$ cat src/rcts_pkg.sv
// rcts_pkg: register map, field layout, reset values, timing and types of the rc clock trim and switch block
package rcts_pkg;
  // register offsets on the local register port
  localparam int ADDR_W = 4;
  localparam logic [3:0] OFS_TRIM_HIGH = 4'h0;
  localparam logic [3:0] OFS_TRIM_LOW = 4'h1;
  localparam logic [3:0] OFS_PROG_CTRL = 4'h2;
  localparam logic [3:0] OFS_USER_HIGH = 4'h3;
  localparam logic [3:0] OFS_USER_LOW = 4'h4;
  localparam logic [3:0] OFS_CLK_CSR = 4'h5;
  localparam logic [3:0] OFS_FACT_HIGH = 4'h6;
  localparam logic [3:0] OFS_FACT_LOW = 4'h7;
  // field positions
  localparam int TRIM_LOW_LSB = 5;
  localparam int TRIM_LOW_MSB = 6;
  localparam int PGM_BIT = 0;
  localparam int LAT_BIT = 1;
  localparam int CSR_SEL_BIT = 0;
  localparam int CSR_INTERNAL_RC_ACTIVE_FLAG_BIT = 1;
  localparam int CSR_WAKEUP_OSC_ACTIVE_FLAG_BIT = 2;
  // reset and erased values
  localparam logic [7:0] TRIM_HIGH_RST = 8'hff;
  localparam logic [7:0] TRIM_LOW_RST = 8'hff;
  localparam logic [7:0] PROG_CTRL_RST = 8'h00;
  localparam logic [7:0] NVM_ERASED = 8'hff;
  // startup clock option codes
  localparam logic [1:0] CKSEL_RC = 2'b00;
  localparam logic [1:0] CKSEL_AWU = 2'b01;
  // switching counts in oscillator ticks
  localparam logic [3:0] AWU_SET_TICKS = 4'h3;
  localparam logic [3:0] RC_WAIT_TICKS = 4'h8;
  localparam logic [3:0] INTERNAL_RC_ACTIVE_FLAG_TICKS = 4'h2;
  // non-volatile programming time
  localparam int SYS_CLK_HZ = 20_000_000;
  localparam int PROG_TIME_US = 5000;
  localparam int PROG_CYCLES = PROG_TIME_US * (SYS_CLK_HZ / 1_000_000);

  typedef enum logic [2:0] {
    ST_INIT = 3'b000,
    ST_RC = 3'b001,
    ST_TO_AWU = 3'b010,
    ST_AWU = 3'b011,
    ST_TO_RC_CNT = 3'b100,
    ST_TO_RC_AWUCLR = 3'b101,
    ST_TO_INTERNAL_RC_ACTIVE_FLAG = 3'b110,
    ST_EXT = 3'b111
  } rcts_clk_state_t;

  typedef struct packed {
    logic rc_en;
    logic awu_en;
    logic xtal_en;
    logic src_awu;
    logic hold_high;
  } rcts_osc_ctrl_t;
endpackage : rcts_pkg

$ cat src/rcts_top.sv
// rcts_top: oscillator trim registers, user trim programming and glitch-free clock_select_bit clock switch
//
// Chosen here: the address map and the address-and-strobe port.
`timescale 1ns/1ns
`default_nettype none
module rcts_top
  import rcts_pkg::*;
#(
  parameter int PROG_CYCLES_P = PROG_CYCLES,
  parameter logic [7:0] FACT_HIGH_P = 8'h80, // arbitrary value
  parameter logic [7:0] FACT_LOW_P = 8'h40 // arbitrary value
) (
  // clock, reset, enable
  input wire logic sys_clk_i,
  input wire logic rst_n_i,
  input wire logic ce_i,
  // register port
  input wire logic [ADDR_W-1:0] addr_i,
  input wire logic [7:0] wr_data_i,
  input wire logic wr_i,
  input wire logic rd_i,
  output logic [7:0] rd_data_o,
  output logic rd_drive_o,
  // option bytes and system state
  input wire logic [1:0] startup_clock_select_i,
  input wire logic programming_port_i,
  input wire logic readout_prot_i,
  input wire logic readout_prot_removed_i,
  input wire logic auto_wakeup_halt_i,
  // oscillator edge ticks
  input wire logic rc_tick_i,
  input wire logic awu_tick_i,
  // oscillator control and trim
  output rcts_osc_ctrl_t osc_ctrl_o,
  output logic [9:0] trim_value_o
);

  localparam int PCNT_W = $clog2(PROG_CYCLES_P + 1);

  if (PROG_CYCLES_P < 2) begin : g_bad_prog
    $error("PROG_CYCLES_P must be at least 2");
  end

  function automatic logic [9:0] trim_pack(input logic [7:0] hi, input logic [7:0] lo);
    trim_pack = {hi, lo[TRIM_LOW_MSB:TRIM_LOW_LSB]};
  endfunction : trim_pack

  function automatic logic is_user(input logic [ADDR_W-1:0] a);
    is_user = (a == OFS_USER_HIGH) || (a == OFS_USER_LOW);
  endfunction : is_user

  logic [7:0] rc_trim_high_ff;
  logic [7:0] rc_trim_low_ff;
  logic latch_enable_bit_ff;
  logic program_start_bit_ff;
  logic [7:0] latch_high_ff;
  logic [7:0] latch_low_ff;
  logic [7:0] nvm_user_ff [2];
  logic [PCNT_W-1:0] prog_cnt_ff;
  logic clock_select_bit_ff;
  logic internal_rc_active_flag_ff;
  logic wakeup_osc_active_flag_ff;
  rcts_clk_state_t state_ff;
  logic [3:0] tick_cnt_ff;
  logic prog_done;
  logic wr_user;
  logic [7:0] nxt_rd_data;
  logic nxt_rd_drive;

  assign wr_user = wr_i && is_user(addr_i);
  assign prog_done = program_start_bit_ff && (prog_cnt_ff == PCNT_W'(1));

  // trim registers
  always_ff @(posedge sys_clk_i) begin
    if (!rst_n_i) begin
      rc_trim_high_ff <= TRIM_HIGH_RST;
      rc_trim_low_ff <= TRIM_LOW_RST;
    end else if (ce_i && wr_i) begin
      if (addr_i == OFS_TRIM_HIGH) begin
        rc_trim_high_ff <= wr_data_i;
      end
      if (addr_i == OFS_TRIM_LOW) begin
        rc_trim_low_ff <= wr_data_i;
      end
    end
  end

  always_ff @(posedge sys_clk_i) begin
    if (!rst_n_i) begin
      trim_value_o <= trim_pack(TRIM_HIGH_RST, TRIM_LOW_RST);
    end else if (ce_i) begin
      trim_value_o <= trim_pack(rc_trim_high_ff, rc_trim_low_ff);
    end
  end

  // programming control bits
  always_ff @(posedge sys_clk_i) begin
    if (!rst_n_i) begin
      latch_enable_bit_ff <= PROG_CTRL_RST[LAT_BIT];
      program_start_bit_ff <= PROG_CTRL_RST[PGM_BIT];
      prog_cnt_ff <= '0;
    end else if (ce_i) begin
      if (prog_done) begin
        latch_enable_bit_ff <= 1'b0;
        program_start_bit_ff <= 1'b0;
        prog_cnt_ff <= '0;
      end else if (program_start_bit_ff) begin
        // control writes are ignored while a cycle runs
        prog_cnt_ff <= prog_cnt_ff - PCNT_W'(1);
      end else if (wr_i && addr_i == OFS_PROG_CTRL) begin
        latch_enable_bit_ff <= wr_data_i[LAT_BIT];
        if (wr_data_i[PGM_BIT] && latch_enable_bit_ff && !readout_prot_i) begin
          program_start_bit_ff <= 1'b1;
          prog_cnt_ff <= PCNT_W'(PROG_CYCLES_P);
        end
      end
    end
  end

  // data latches for the user bytes
  always_ff @(posedge sys_clk_i) begin
    if (!rst_n_i) begin
      latch_high_ff <= NVM_ERASED;
      latch_low_ff <= NVM_ERASED;
    end else if (ce_i && wr_user && latch_enable_bit_ff && !program_start_bit_ff && !readout_prot_i) begin
      if (addr_i == OFS_USER_HIGH) begin
        latch_high_ff <= wr_data_i;
      end else begin
        latch_low_ff <= wr_data_i;
      end
    end
  end

  // non-volatile user cells: no reset; high byte at start, low byte at end,
  // so a reset mid-cycle leaves a mixed pair
  always_ff @(posedge sys_clk_i) begin
    if (ce_i) begin
      if (readout_prot_removed_i) begin
        nvm_user_ff[0] <= NVM_ERASED;
        nvm_user_ff[1] <= NVM_ERASED;
      end else if (rst_n_i && prog_done) begin
        nvm_user_ff[1] <= latch_low_ff;
      end else if (rst_n_i && !program_start_bit_ff && wr_i && addr_i == OFS_PROG_CTRL && wr_data_i[PGM_BIT]
                   && latch_enable_bit_ff && !readout_prot_i) begin
        nvm_user_ff[0] <= latch_high_ff;
      end
    end
  end

  // read mux
  always_comb begin
    nxt_rd_data = 8'h00;
    nxt_rd_drive = 1'b1;
    case (addr_i)
      OFS_TRIM_HIGH: nxt_rd_data = rc_trim_high_ff;
      OFS_TRIM_LOW: nxt_rd_data = rc_trim_low_ff;
      OFS_PROG_CTRL: nxt_rd_data = {6'h00, latch_enable_bit_ff, program_start_bit_ff};
      OFS_USER_HIGH, OFS_USER_LOW: begin
        if (latch_enable_bit_ff || readout_prot_i) begin
          nxt_rd_drive = 1'b0;
        end else begin
          nxt_rd_data = (addr_i == OFS_USER_HIGH) ? nvm_user_ff[0] : nvm_user_ff[1];
        end
      end
      OFS_CLK_CSR: nxt_rd_data = {5'h00, wakeup_osc_active_flag_ff, internal_rc_active_flag_ff, clock_select_bit_ff};
      OFS_FACT_HIGH: nxt_rd_data = FACT_HIGH_P;
      OFS_FACT_LOW: nxt_rd_data = FACT_LOW_P;
      default: nxt_rd_data = 8'h00;
    endcase
  end

  always_ff @(posedge sys_clk_i) begin
    if (!rst_n_i) begin
      rd_data_o <= 8'h00;
      rd_drive_o <= 1'b0;
    end else if (ce_i) begin
      rd_data_o <= rd_i ? nxt_rd_data : 8'h00;
      rd_drive_o <= rd_i && nxt_rd_drive;
    end
  end

  // software clock select bit
  always_ff @(posedge sys_clk_i) begin
    if (!rst_n_i) begin
      clock_select_bit_ff <= 1'b0;
    end else if (ce_i) begin
      if (state_ff == ST_INIT) begin
        clock_select_bit_ff <= (startup_clock_select_i == CKSEL_AWU);
      end else if (wr_i && addr_i == OFS_CLK_CSR) begin
        clock_select_bit_ff <= wr_data_i[CSR_SEL_BIT];
      end
    end
  end

  // clock switch sequencer
  always_ff @(posedge sys_clk_i) begin
    if (!rst_n_i) begin
      state_ff <= ST_INIT;
      tick_cnt_ff <= 4'h0;
      internal_rc_active_flag_ff <= 1'b0;
      wakeup_osc_active_flag_ff <= 1'b0;
      osc_ctrl_o <= '{rc_en: 1'b1, awu_en: 1'b0, xtal_en: 1'b1, src_awu: 1'b0, hold_high: 1'b0};
    end else if (ce_i) begin
      if (programming_port_i) begin
        state_ff <= ST_RC;
        tick_cnt_ff <= 4'h0;
        internal_rc_active_flag_ff <= 1'b1;
        wakeup_osc_active_flag_ff <= 1'b0;
        osc_ctrl_o.rc_en <= 1'b1;
        osc_ctrl_o.src_awu <= 1'b0;
        osc_ctrl_o.hold_high <= 1'b0;
      end else begin
        case (state_ff)
          ST_INIT: begin
            osc_ctrl_o.xtal_en <= !(startup_clock_select_i inside {CKSEL_RC, CKSEL_AWU});
            if (startup_clock_select_i == CKSEL_AWU) begin
              state_ff <= ST_AWU;
              wakeup_osc_active_flag_ff <= 1'b1;
              osc_ctrl_o.awu_en <= 1'b1;
              osc_ctrl_o.rc_en <= 1'b0;
              osc_ctrl_o.src_awu <= 1'b1;
            end else if (startup_clock_select_i == CKSEL_RC) begin
              state_ff <= ST_RC;
              internal_rc_active_flag_ff <= 1'b1;
            end else begin
              state_ff <= ST_EXT;
              osc_ctrl_o.rc_en <= 1'b0;
              osc_ctrl_o.awu_en <= 1'b1;
            end
          end
          ST_RC: begin
            osc_ctrl_o.rc_en <= 1'b1;
            osc_ctrl_o.awu_en <= auto_wakeup_halt_i;
            if (clock_select_bit_ff) begin
              state_ff <= ST_TO_AWU;
              tick_cnt_ff <= 4'h0;
              internal_rc_active_flag_ff <= 1'b0;
              osc_ctrl_o.hold_high <= 1'b1;
              osc_ctrl_o.awu_en <= 1'b1;
            end
          end
          ST_TO_AWU: begin
            if (awu_tick_i) begin
              tick_cnt_ff <= tick_cnt_ff + 4'h1;
              if (tick_cnt_ff == AWU_SET_TICKS - 4'h1) begin
                state_ff <= ST_AWU;
                wakeup_osc_active_flag_ff <= 1'b1;
                osc_ctrl_o.src_awu <= 1'b1;
                osc_ctrl_o.hold_high <= 1'b0;
              end
            end
          end
          ST_AWU: begin
            osc_ctrl_o.rc_en <= 1'b0;
            if (!clock_select_bit_ff) begin
              state_ff <= ST_TO_RC_CNT;
              tick_cnt_ff <= 4'h0;
              osc_ctrl_o.rc_en <= 1'b1;
            end
          end
          ST_TO_RC_CNT: begin
            if (rc_tick_i) begin
              tick_cnt_ff <= tick_cnt_ff + 4'h1;
              if (tick_cnt_ff == RC_WAIT_TICKS - 4'h1) begin
                state_ff <= ST_TO_RC_AWUCLR;
              end
            end
          end
          ST_TO_RC_AWUCLR: begin
            if (awu_tick_i) begin
              state_ff <= ST_TO_INTERNAL_RC_ACTIVE_FLAG;
              tick_cnt_ff <= 4'h0;
              wakeup_osc_active_flag_ff <= 1'b0;
              osc_ctrl_o.hold_high <= 1'b1;
            end
          end
          ST_TO_INTERNAL_RC_ACTIVE_FLAG: begin
            if (rc_tick_i) begin
              tick_cnt_ff <= tick_cnt_ff + 4'h1;
              if (tick_cnt_ff == INTERNAL_RC_ACTIVE_FLAG_TICKS - 4'h1) begin
                state_ff <= ST_RC;
                internal_rc_active_flag_ff <= 1'b1;
                osc_ctrl_o.src_awu <= 1'b0;
                osc_ctrl_o.hold_high <= 1'b0;
                osc_ctrl_o.awu_en <= auto_wakeup_halt_i;
              end
            end
          end
          ST_EXT: begin
            osc_ctrl_o.awu_en <= 1'b1;
            osc_ctrl_o.rc_en <= 1'b0;
          end
          default: state_ff <= ST_INIT;
        endcase
      end
    end
  end

  // checks
  trim_pack_a: assert property (@(posedge sys_clk_i) disable iff (!rst_n_i)
    ce_i && $past(rst_n_i) |=> trim_value_o == {$past(rc_trim_high_ff), $past(rc_trim_low_ff[6:5])})
    else $error("trim value not formed from trim registers");

  trim_reset_a: assert property (@(posedge sys_clk_i)
    !rst_n_i |=> rc_trim_high_ff == 8'hff && rc_trim_low_ff == 8'hff)
    else $error("trim registers not at ffh after reset");

  prog_done_a: assert property (@(posedge sys_clk_i) disable iff (!rst_n_i)
    $fell(program_start_bit_ff) |-> $fell(latch_enable_bit_ff))
    else $error("program and latch bits not cleared together");

  force_rc_a: assert property (@(posedge sys_clk_i) disable iff (!rst_n_i)
    ce_i && programming_port_i |=> !osc_ctrl_o.src_awu && osc_ctrl_o.rc_en && internal_rc_active_flag_ff)
    else $error("programming port did not force internal rc");

  read_undriven_a: assert property (@(posedge sys_clk_i) disable iff (!rst_n_i)
    ce_i && rd_i && is_user(addr_i) && latch_enable_bit_ff |=> !rd_drive_o && rd_data_o == 8'h00)
    else $error("user byte read drove bus while latching");

  no_latch_a: assert property (@(posedge sys_clk_i) disable iff (!rst_n_i)
    wr_user && !latch_enable_bit_ff |=> $stable(latch_high_ff) && $stable(latch_low_ff))
    else $error("user byte latched without latch enable");

  lat_hold_a: assert property (@(posedge sys_clk_i) disable iff (!rst_n_i)
    ce_i && program_start_bit_ff && !prog_done |=> latch_enable_bit_ff && program_start_bit_ff)
    else $error("latch bit cleared during programming");

  awu_entry_a: assert property (@(posedge sys_clk_i) disable iff (!rst_n_i)
    ce_i && !programming_port_i && state_ff == ST_RC && clock_select_bit_ff
    |=> !internal_rc_active_flag_ff && osc_ctrl_o.hold_high && !wakeup_osc_active_flag_ff)
    else $error("switch to wakeup did not drop internal_rc_active_flag and hold clock");

  rc_count_a: assert property (@(posedge sys_clk_i) disable iff (!rst_n_i)
    state_ff == ST_TO_RC_CNT |-> tick_cnt_ff < RC_WAIT_TICKS)
    else $error("rc wait counter passed eight ticks");

  rc_stopped_a: assert property (@(posedge sys_clk_i) disable iff (!rst_n_i)
    ce_i && !programming_port_i && state_ff == ST_AWU && clock_select_bit_ff ##1 state_ff == ST_AWU
    |-> !osc_ctrl_o.rc_en && osc_ctrl_o.src_awu)
    else $error("internal rc running while wakeup clock selected");

  ext_awu_a: assert property (@(posedge sys_clk_i) disable iff (!rst_n_i)
    state_ff == ST_EXT ##1 state_ff == ST_EXT |-> osc_ctrl_o.awu_en && osc_ctrl_o.xtal_en)
    else $error("wakeup osc off with external clock");

endmodule : rcts_top
`default_nettype wire

$ cat config.mk
export PLATFORM = sky130hd
export DESIGN_NAME = rcts_top
export DESIGN_NICKNAME = d
export VERILOG_FILES = /design/src/rcts_pkg.sv /design/src/rcts_top.sv
export SDC_FILE = /design/constraint.sdc
export NUM_CORES = 1
export LEC_CHECK = 0
export ABC_CLOCK_PERIOD_IN_PS = 6800
export BUFFER_PORTS_ARGS = -buffer_cell sky130_fd_sc_hd__buf_2
export CORE_MARGIN = 2
export CORE_UTILIZATION = 50
export CTS_BUF_LIST = sky130_fd_sc_hd__clkbuf_16
export CTS_CLUSTER_SIZE = 20
export DETAILED_ROUTE_END_ITERATION = 8
export GPL_TIMING_DRIVEN = 0
export HOLD_SLACK_MARGIN = 0.05
export PLACE_DENSITY = 0.69
export SKIP_LAST_GASP = 1
export SYNTH_ARGS = -nofsm -noshare
export SYNTH_HDL_FRONTEND = slang
export SYNTH_SLANG_ARGS = --single-unit
$ cat constraint.sdc
create_clock -name sys_clk_i -period 6.8 [get_ports sys_clk_i]
set_input_delay 2.04 -clock sys_clk_i [delete_from_list [all_inputs] [get_ports sys_clk_i]]
set_output_delay 2.04 -clock sys_clk_i [all_outputs]
set_load 0.03 [all_outputs]
* Word level (Yosys, flattened, before mapping)
Memory sizes are Yosys's and may differ from the RTL's.
Cells that the tools add are included.
** Storage, ports and cells
- Register bits after elaboration :: 85
- Bits in writable memories :: 16
- Memories kept :: 1
- Input bits :: 25
- Output and inout bits :: 24
** Memory list
- nvm_user_ff :: depth 2, bits a word 8, rd ports 2, clocked after memory_dff 0, wr ports 2, line rcts_top.sv:58 : logic [7:0] nvm_user_ff [2];
** Cells by class
- Add/sub/neg operators :: 2
- Equality and inequality tests :: 37
- Multiplexer cells :: 84
- Bitwise logic cells :: 4
- Reductions and logical operators :: 58
** Operators with widths (count)
- 2-to-1 mux 17 bit :: 4
- one-hot mux 8 bit (7 select lines) :: 1
- 2-to-1 mux 1 bit :: 41
- 2-to-1 mux 8 bit :: 5
- 2-to-1 mux 3 bit :: 12
- inequality test 3 bit, second input constant :: 11
- 2-to-1 mux 4 bit :: 6
- one-hot mux 3 bit (7 select lines) :: 1
- AND reduction 7 bit :: 3
- == test 4 x 3 -> 1 bit, second input constant :: 5
- one-hot mux 4 bit (5 select lines) :: 1
- logical AND 1 bit :: 19
- == test 17 x 1 -> 1 bit, second input constant :: 1
- subtractor 17 x 1 -> 17 bit, second input constant :: 1
- nonzero test 4 bit :: 4
- 2-to-1 mux 2 bit :: 7
- == test 3 bit, second input constant :: 4
- == test 4 x 2 -> 1 bit, second input constant :: 3
- one-hot mux 1 bit (4 select lines) :: 3
- AND reduction 3 bit :: 4
- AND reduction 6 bit :: 2
- AND reduction 11 bit :: 1
- AND reduction 2 bit :: 5
- nonzero test 5 bit :: 2
- 24 further kinds :: 39

* Longest topological paths before layout
- Word-level depth :: 13
- Mapped depth :: 8
- Mapped depth without buffers :: 7

* Worst setup path after synthesis
Ideal clock, no wire load.
- Path kind :: input to register
- From :: input port rc_tick_i
- To :: register state_ff[0]
- Slack :: 3221 ps
- Setup time :: 119 ps
- Arrival :: 3460 ps
- Required time :: 6681 ps
- Path buffers :: 0
- Stages on the path :: 5
- Cells stage by stage :: nor4bb_1 > nor3_1 > or4_4 > or3_1 > o221a_1
** Between the ends
- Longest elaborated chain between the ends :: 2
- Elaborated cells on any way between the ends :: 3
** Ends and longest elaborated chain
- start, declared :: line rcts_top.sv:31 : input wire logic rc_tick_i,
- inequality test 3 bit (no source line)
- AND reduction 11 bit (no source line) (*)
- end signal, assigned :: line rcts_top.sv:198 : state_ff <= ST_INIT;
- end signal, assigned :: line rcts_top.sv:205 : state_ff <= ST_RC;
- end signal, assigned :: line rcts_top.sv:217 : state_ff <= ST_AWU;
- end, declared :: line rcts_top.sv:63 : rcts_clk_state_t state_ff;
Mark *: on every way between the ends. The rest lies on a longest branch, timed or not.
A chain may end at the register's enable or synchronous reset.

* Final worst setup path
- From :: input port addr_i[0]
- To :: register prog_cnt_ff[16]
** Between the ends
- Longest elaborated chain between the ends :: 4
** Ends and longest elaborated chain
- start, declared :: line rcts_top.sv:18 : input wire logic [ADDR_W-1:0] addr_i,
- == test 4 x 2 -> 1 bit :: line rcts_top.sv:110 : end else if (wr_i && addr_i == OFS_PROG_CTRL) begin
- logical AND 1 bit :: line rcts_top.sv:110
- nonzero test 3 bit (no source line)
- AND reduction 3 bit (no source line)
- end signal, assigned :: line rcts_top.sv:109 : prog_cnt_ff <= prog_cnt_ff - PCNT_W'(1);
- end signal, assigned :: line rcts_top.sv:114 : prog_cnt_ff <= PCNT_W'(PROG_CYCLES_P);
- end, declared :: line rcts_top.sv:59 : logic [PCNT_W-1:0] prog_cnt_ff;
No other way between the ends.

==> insert_results.sql <==
INSERT INTO impl_metrics (metric_group, metric, value, unit) VALUES
('logic_synthesis', 'netlist-cell-type-count', '65', ''),
('placement', 'place.port_buffers', '46', ''),
('clocking', 'hold_buf_count_cts', '0', ''),
('drt', 'detail_route.drc_violations', '0', ''),
('worst_setup_path', 'critical_path.reg2reg.startpoint', 'prog_cnt_ff[1]', ''),
('die', 'design.core.area', '9730', 'um2'),
('clocking', 'clkLatencyLatePin', '0.35', 'ns'),
('global_route', 'grt_start_max_net_pins', '21', ''),
('drt', 'drt-met1-wl', '6270', 'um'),
('drt', 'route.final.wire_length', '13100', 'um'),
('worst_hold_path', 'timing.hold.worst.start', 'prog_cnt_ff[15]', ''),
('sta', 'timing.clock.skew', '0.00923', 'ns'),
('sta', 'setup-violations-final', '0', ''),
('clocking', 'clock-sinks', '101', ''),
('drt', 'route.detailed.vias_per_inst', '5.97', ''),
('drt', 'top_signal_layer_used', 'met4', ''),
('logic_synthesis', 'post_synth_inst_count', '545', ''),
('layout', 'multi_input_comb_area', '2650', 'um2'),
('clocking', 'clockBufferDepth', '2', ''),
('drt', 'drt-wirelength-per-cell', '17.7', 'um'),
('die', 'die_w', '104', 'um'),
('worst_setup_path', 'required', '7.02', 'ns'),
('power_and_ir_drop', 'static_power_due_to_leakage', '2.25', 'nW'),
('power_and_ir_drop', 'ir_worst_vdd', '0.138', 'mV'),
('layout', 'final_design_area_no_fill', '5700', 'um2'),
('power_and_ir_drop', 'power.share.clock', '0.406', ''),
('logic_synthesis', 'synth_nets', '575', ''),
('logic_synthesis', 'synthesis.area_per_instance', '9.18', 'um2'),
('placement', 'dp_hpwl', '9710', 'um'),
('logic_synthesis', 'synth-async-reset-ratio', '0', ''),
('clocking', 'cts-root-buf', 'sky130_fd_sc_hd__clkbuf_16', ''),
('worst_hold_path', 'hold_class', 'reg -> reg', ''),
('power_and_ir_drop', 'power.share.combinational', '0.101', ''),
('global_route', 'groute.usage.overall', '0.244', ''),
('drt', 'met3_wire_length', '788', 'um'),
('global_route', 'grt_first_pass_wirelength', '21200', 'um'),
('placement', 'post-place-cells', '724', ''),
('worst_setup_path', 'crit_path_start_kind', 'input port', ''),
('logic_synthesis', 'share_of_the_yosys_chip_area_belonging_to_registers', '0.436', ''),
('layout', 'antenna-diode-count', '0', ''),
('logic_synthesis', 'ys_dominant_reg_cell', 'sky130_fd_sc_hd__dfxtp_1', ''),
('die', 'chipHeight', '104', 'um'),
('sta', 'hold_slack', '0.469', 'ns'),
('global_route', 'grt_pass1_vias', '4098', ''),
('die', 'floorplan.die_area', '10800', 'um2'),
('global_route', 'antenna_violations_before_repair', '0', ''),
('sta', 'worstMarginPinSlew', '0.888', 'ns'),
('drt', 'antenna_left', '0', ''),
('power_and_ir_drop', 'power-per-cell-area', '220', 'nW/um2'),
('clocking', 'resize_count_post_cts', '0', ''),
('global_route', 'grt_overflow_total', '0', ''),
('power_and_ir_drop', 'power.internal', '0.000918', 'W'),
('power_and_ir_drop', 'p_sw', '0.000337', 'W'),
('layout', 'register_cell_area_after_layout', '2180', 'um2'),
('worst_setup_path', 'setup.worst_path.end_class', 'register', ''),
('logic_synthesis', 'postSynthRegisterBits', '101', ''),
('clocking', 'tritoncts', 'done', ''),
('layout', 'final_cell_count_no_fill', '740', ''),
('clocking', 'worst_setup_hold_path_clk_slew', '0.07', 'ns'),
('sta', 'hold_viol', '0', ''),
('power_and_ir_drop', 'seq_power_share', '0.492', ''),
('clocking', 'cts_made_buffers', '9', ''),
('logic_synthesis', 'synth.cell_area', '5000', 'um2'),
('worst_setup_path', 'path_class', 'in -> reg', ''),
('logic_synthesis', 'synth_edf_count', '16', ''),
('layout', 'layout.filler_cells', '919', ''),
('worst_setup_path', 'worstPathArrival', '4.17', 'ns'),
('outcome', 'status', 'finished, final reports clean', ''),
('worst_setup_path', 'critPathMaxFanout', '10', ''),
('clocking', 'htree_levels', '3', ''),
('layout', 'nNetsFinal', '632', '');
## per-stage QoR
step,util,total power [W],worst slack [ns]
after detailed placement,0.555,0.000757,2.49
final,0.586,0.00126,2.84
after floorplan,-,0.000715,3.22
after global routing,0.586,0.00130,2.66
after CTS,0.586,0.00126,2.90
after global placement,0.555,0.000756,2.54
## per-layer routing
layer / up-vias / global-route usage
li1: 2133 / -
met1: 2108 / 0.357
met2: 160 / 0.370
met3: 16 / 0.0357
met4: 0 / 0.0801
met5: - / 0
## power by group through the flow
stage / sequential [W] / clock, W / combinational [W]
6_report: 0.000618 / 0.000510 / 0.000127
5_1_grt: 0.000619 / 0.000544 / 0.000139
4_1_cts: 0.000618 / 0.000518 / 0.000126
3_5_place_dp: 0.000632 / 0 / 0.000125
3_3_place_gp: 0.000632 / 0 / 0.000124
2_1_floorplan: 0.000636 / 0 / 0.0000792
## cells in the final DEF, fill, tap and decap left out, types with 4 or more instances in the layout
cell type,synthesis,final
sky130_fd_sc_hd__nor2b_1,6,6
sky130_fd_sc_hd__nor4_1,6,6
sky130_fd_sc_hd__or3_1,11,11
sky130_fd_sc_hd__clkbuf_1,22,22
sky130_fd_sc_hd__o22ai_1,8,8
sky130_fd_sc_hd__a21oi_1,23,23
sky130_fd_sc_hd__dfxtp_1,85,85
sky130_fd_sc_hd__nand3_1,19,19
sky130_fd_sc_hd__buf_2,2,48
sky130_fd_sc_hd__nor3b_1,7,7
sky130_fd_sc_hd__o31ai_1,5,5
sky130_fd_sc_hd__nor2_1,30,30
sky130_fd_sc_hd__a22oi_1,5,5
sky130_fd_sc_hd__nand4_1,4,4
sky130_fd_sc_hd__o21ai_0,17,17
sky130_fd_sc_hd__a211oi_1,7,7
sky130_fd_sc_hd__edfxtp_1,16,16
sky130_fd_sc_hd__ha_1,5,5
sky130_fd_sc_hd__nand3b_1,6,6
sky130_fd_sc_hd__a31oi_1,8,8
sky130_fd_sc_hd__clkbuf_16,0,9
sky130_fd_sc_hd__nor3_1,18,18
sky130_fd_sc_hd__a22o_1,8,8
sky130_fd_sc_hd__mux2i_1,59,59
sky130_fd_sc_hd__inv_1,11,11
sky130_fd_sc_hd__nand2b_1,6,6
sky130_fd_sc_hd__o21a_1,4,4
sky130_fd_sc_hd__nand2_1,68,68
sky130_fd_sc_hd__or2_1,16,16
## final cells by class
class	instances	area share
multi-input combinational	403	0.465
sequential	101	0.383
timing repair buffer	46	0.0404
clock buffer	9	0.0395
tap	133	0.0292
buffer	30	0.0228
clock inverter	7	0.0130
inverter	11	0.00724
## sequential cells by signal, indices dropped and copies added (netlist names), 4 cells and up
register and count:
latch_high_ff 8, latch_low_ff 8, nvm_user_ff 16, osc_ctrl_o 5, prog_cnt_ff 17, rc_trim_high_ff 8, rc_trim_low_ff 8, rd_data_o 8
tick_cnt_ff 4, trim_value_o 10
## path summary, 6_finish.rpt
check | slack [ns] | endpoint | depth (start not counted)
worst min register to register | 0.47 | prog_cnt_ff[15] | 2
worst max register to register | 4.29 | nvm_user_ff[0][12] | 6
worst max-delay path | 2.84 | prog_cnt_ff[16] | 7
worst min-delay path | 0.47 | prog_cnt_ff[15] | 2
## cells in the mapped netlist, types with 4 or more instances
master | number | area share
sky130_fd_sc_hd__nand3b_1 | 6 | 0.0090
sky130_fd_sc_hd__clkbuf_1 | 22 | 0.017
sky130_fd_sc_hd__nand4_1 | 4 | 0.0050
sky130_fd_sc_hd__nor2b_1 | 6 | 0.0075
sky130_fd_sc_hd__dfxtp_1 | 85 | 0.34
sky130_fd_sc_hd__o21ai_0 | 17 | 0.017
sky130_fd_sc_hd__nand2_1 | 68 | 0.051
sky130_fd_sc_hd__nand2b_1 | 6 | 0.0075
sky130_fd_sc_hd__o21a_1 | 4 | 0.0060
sky130_fd_sc_hd__or2_1 | 16 | 0.020
sky130_fd_sc_hd__a31oi_1 | 8 | 0.010
sky130_fd_sc_hd__nor2_1 | 30 | 0.023
sky130_fd_sc_hd__o31ai_1 | 5 | 0.0075
sky130_fd_sc_hd__a22o_1 | 8 | 0.014
sky130_fd_sc_hd__edfxtp_1 | 16 | 0.096
sky130_fd_sc_hd__ha_1 | 5 | 0.013
sky130_fd_sc_hd__a22oi_1 | 5 | 0.0075
sky130_fd_sc_hd__nor3b_1 | 7 | 0.011
sky130_fd_sc_hd__inv_1 | 11 | 0.0083
sky130_fd_sc_hd__mux2i_1 | 59 | 0.12
sky130_fd_sc_hd__a211oi_1 | 7 | 0.011
sky130_fd_sc_hd__a21oi_1 | 23 | 0.023
sky130_fd_sc_hd__nor3_1 | 18 | 0.018
sky130_fd_sc_hd__o22ai_1 | 8 | 0.010
sky130_fd_sc_hd__nand3_1 | 19 | 0.019
sky130_fd_sc_hd__nor4_1 | 6 | 0.0075
sky130_fd_sc_hd__or3_1 | 11 | 0.014
## cell families (layout without fill, tap and decap cells)
kind of cell | after synthesis | count (layout) | share of synthesized area
adders and majority gates | 5 | 5 | 0.0125
DFF | 101 | 101 | 0.436
AOI/OAI and AO/OA | 117 | 117 | 0.161
muxes | 60 | 60 | 0.120
buffers and inverters | 41 | 103 | 0.0343
and+or+nand+nor | 221 | 221 | 0.236
## worst max-delay path: stages
cell and delay, ns:
sky130_fd_sc_hd__buf_2 0.13, sky130_fd_sc_hd__nor2_1 0.41, sky130_fd_sc_hd__nor4b_2 0.70, sky130_fd_sc_hd__o21ai_1 0.23, sky130_fd_sc_hd__clkbuf_1 0.30, sky130_fd_sc_hd__nor4_1 0.29
sky130_fd_sc_hd__nor3_1 0.06
No activity file was read; power rests on OpenSTA's default activity.
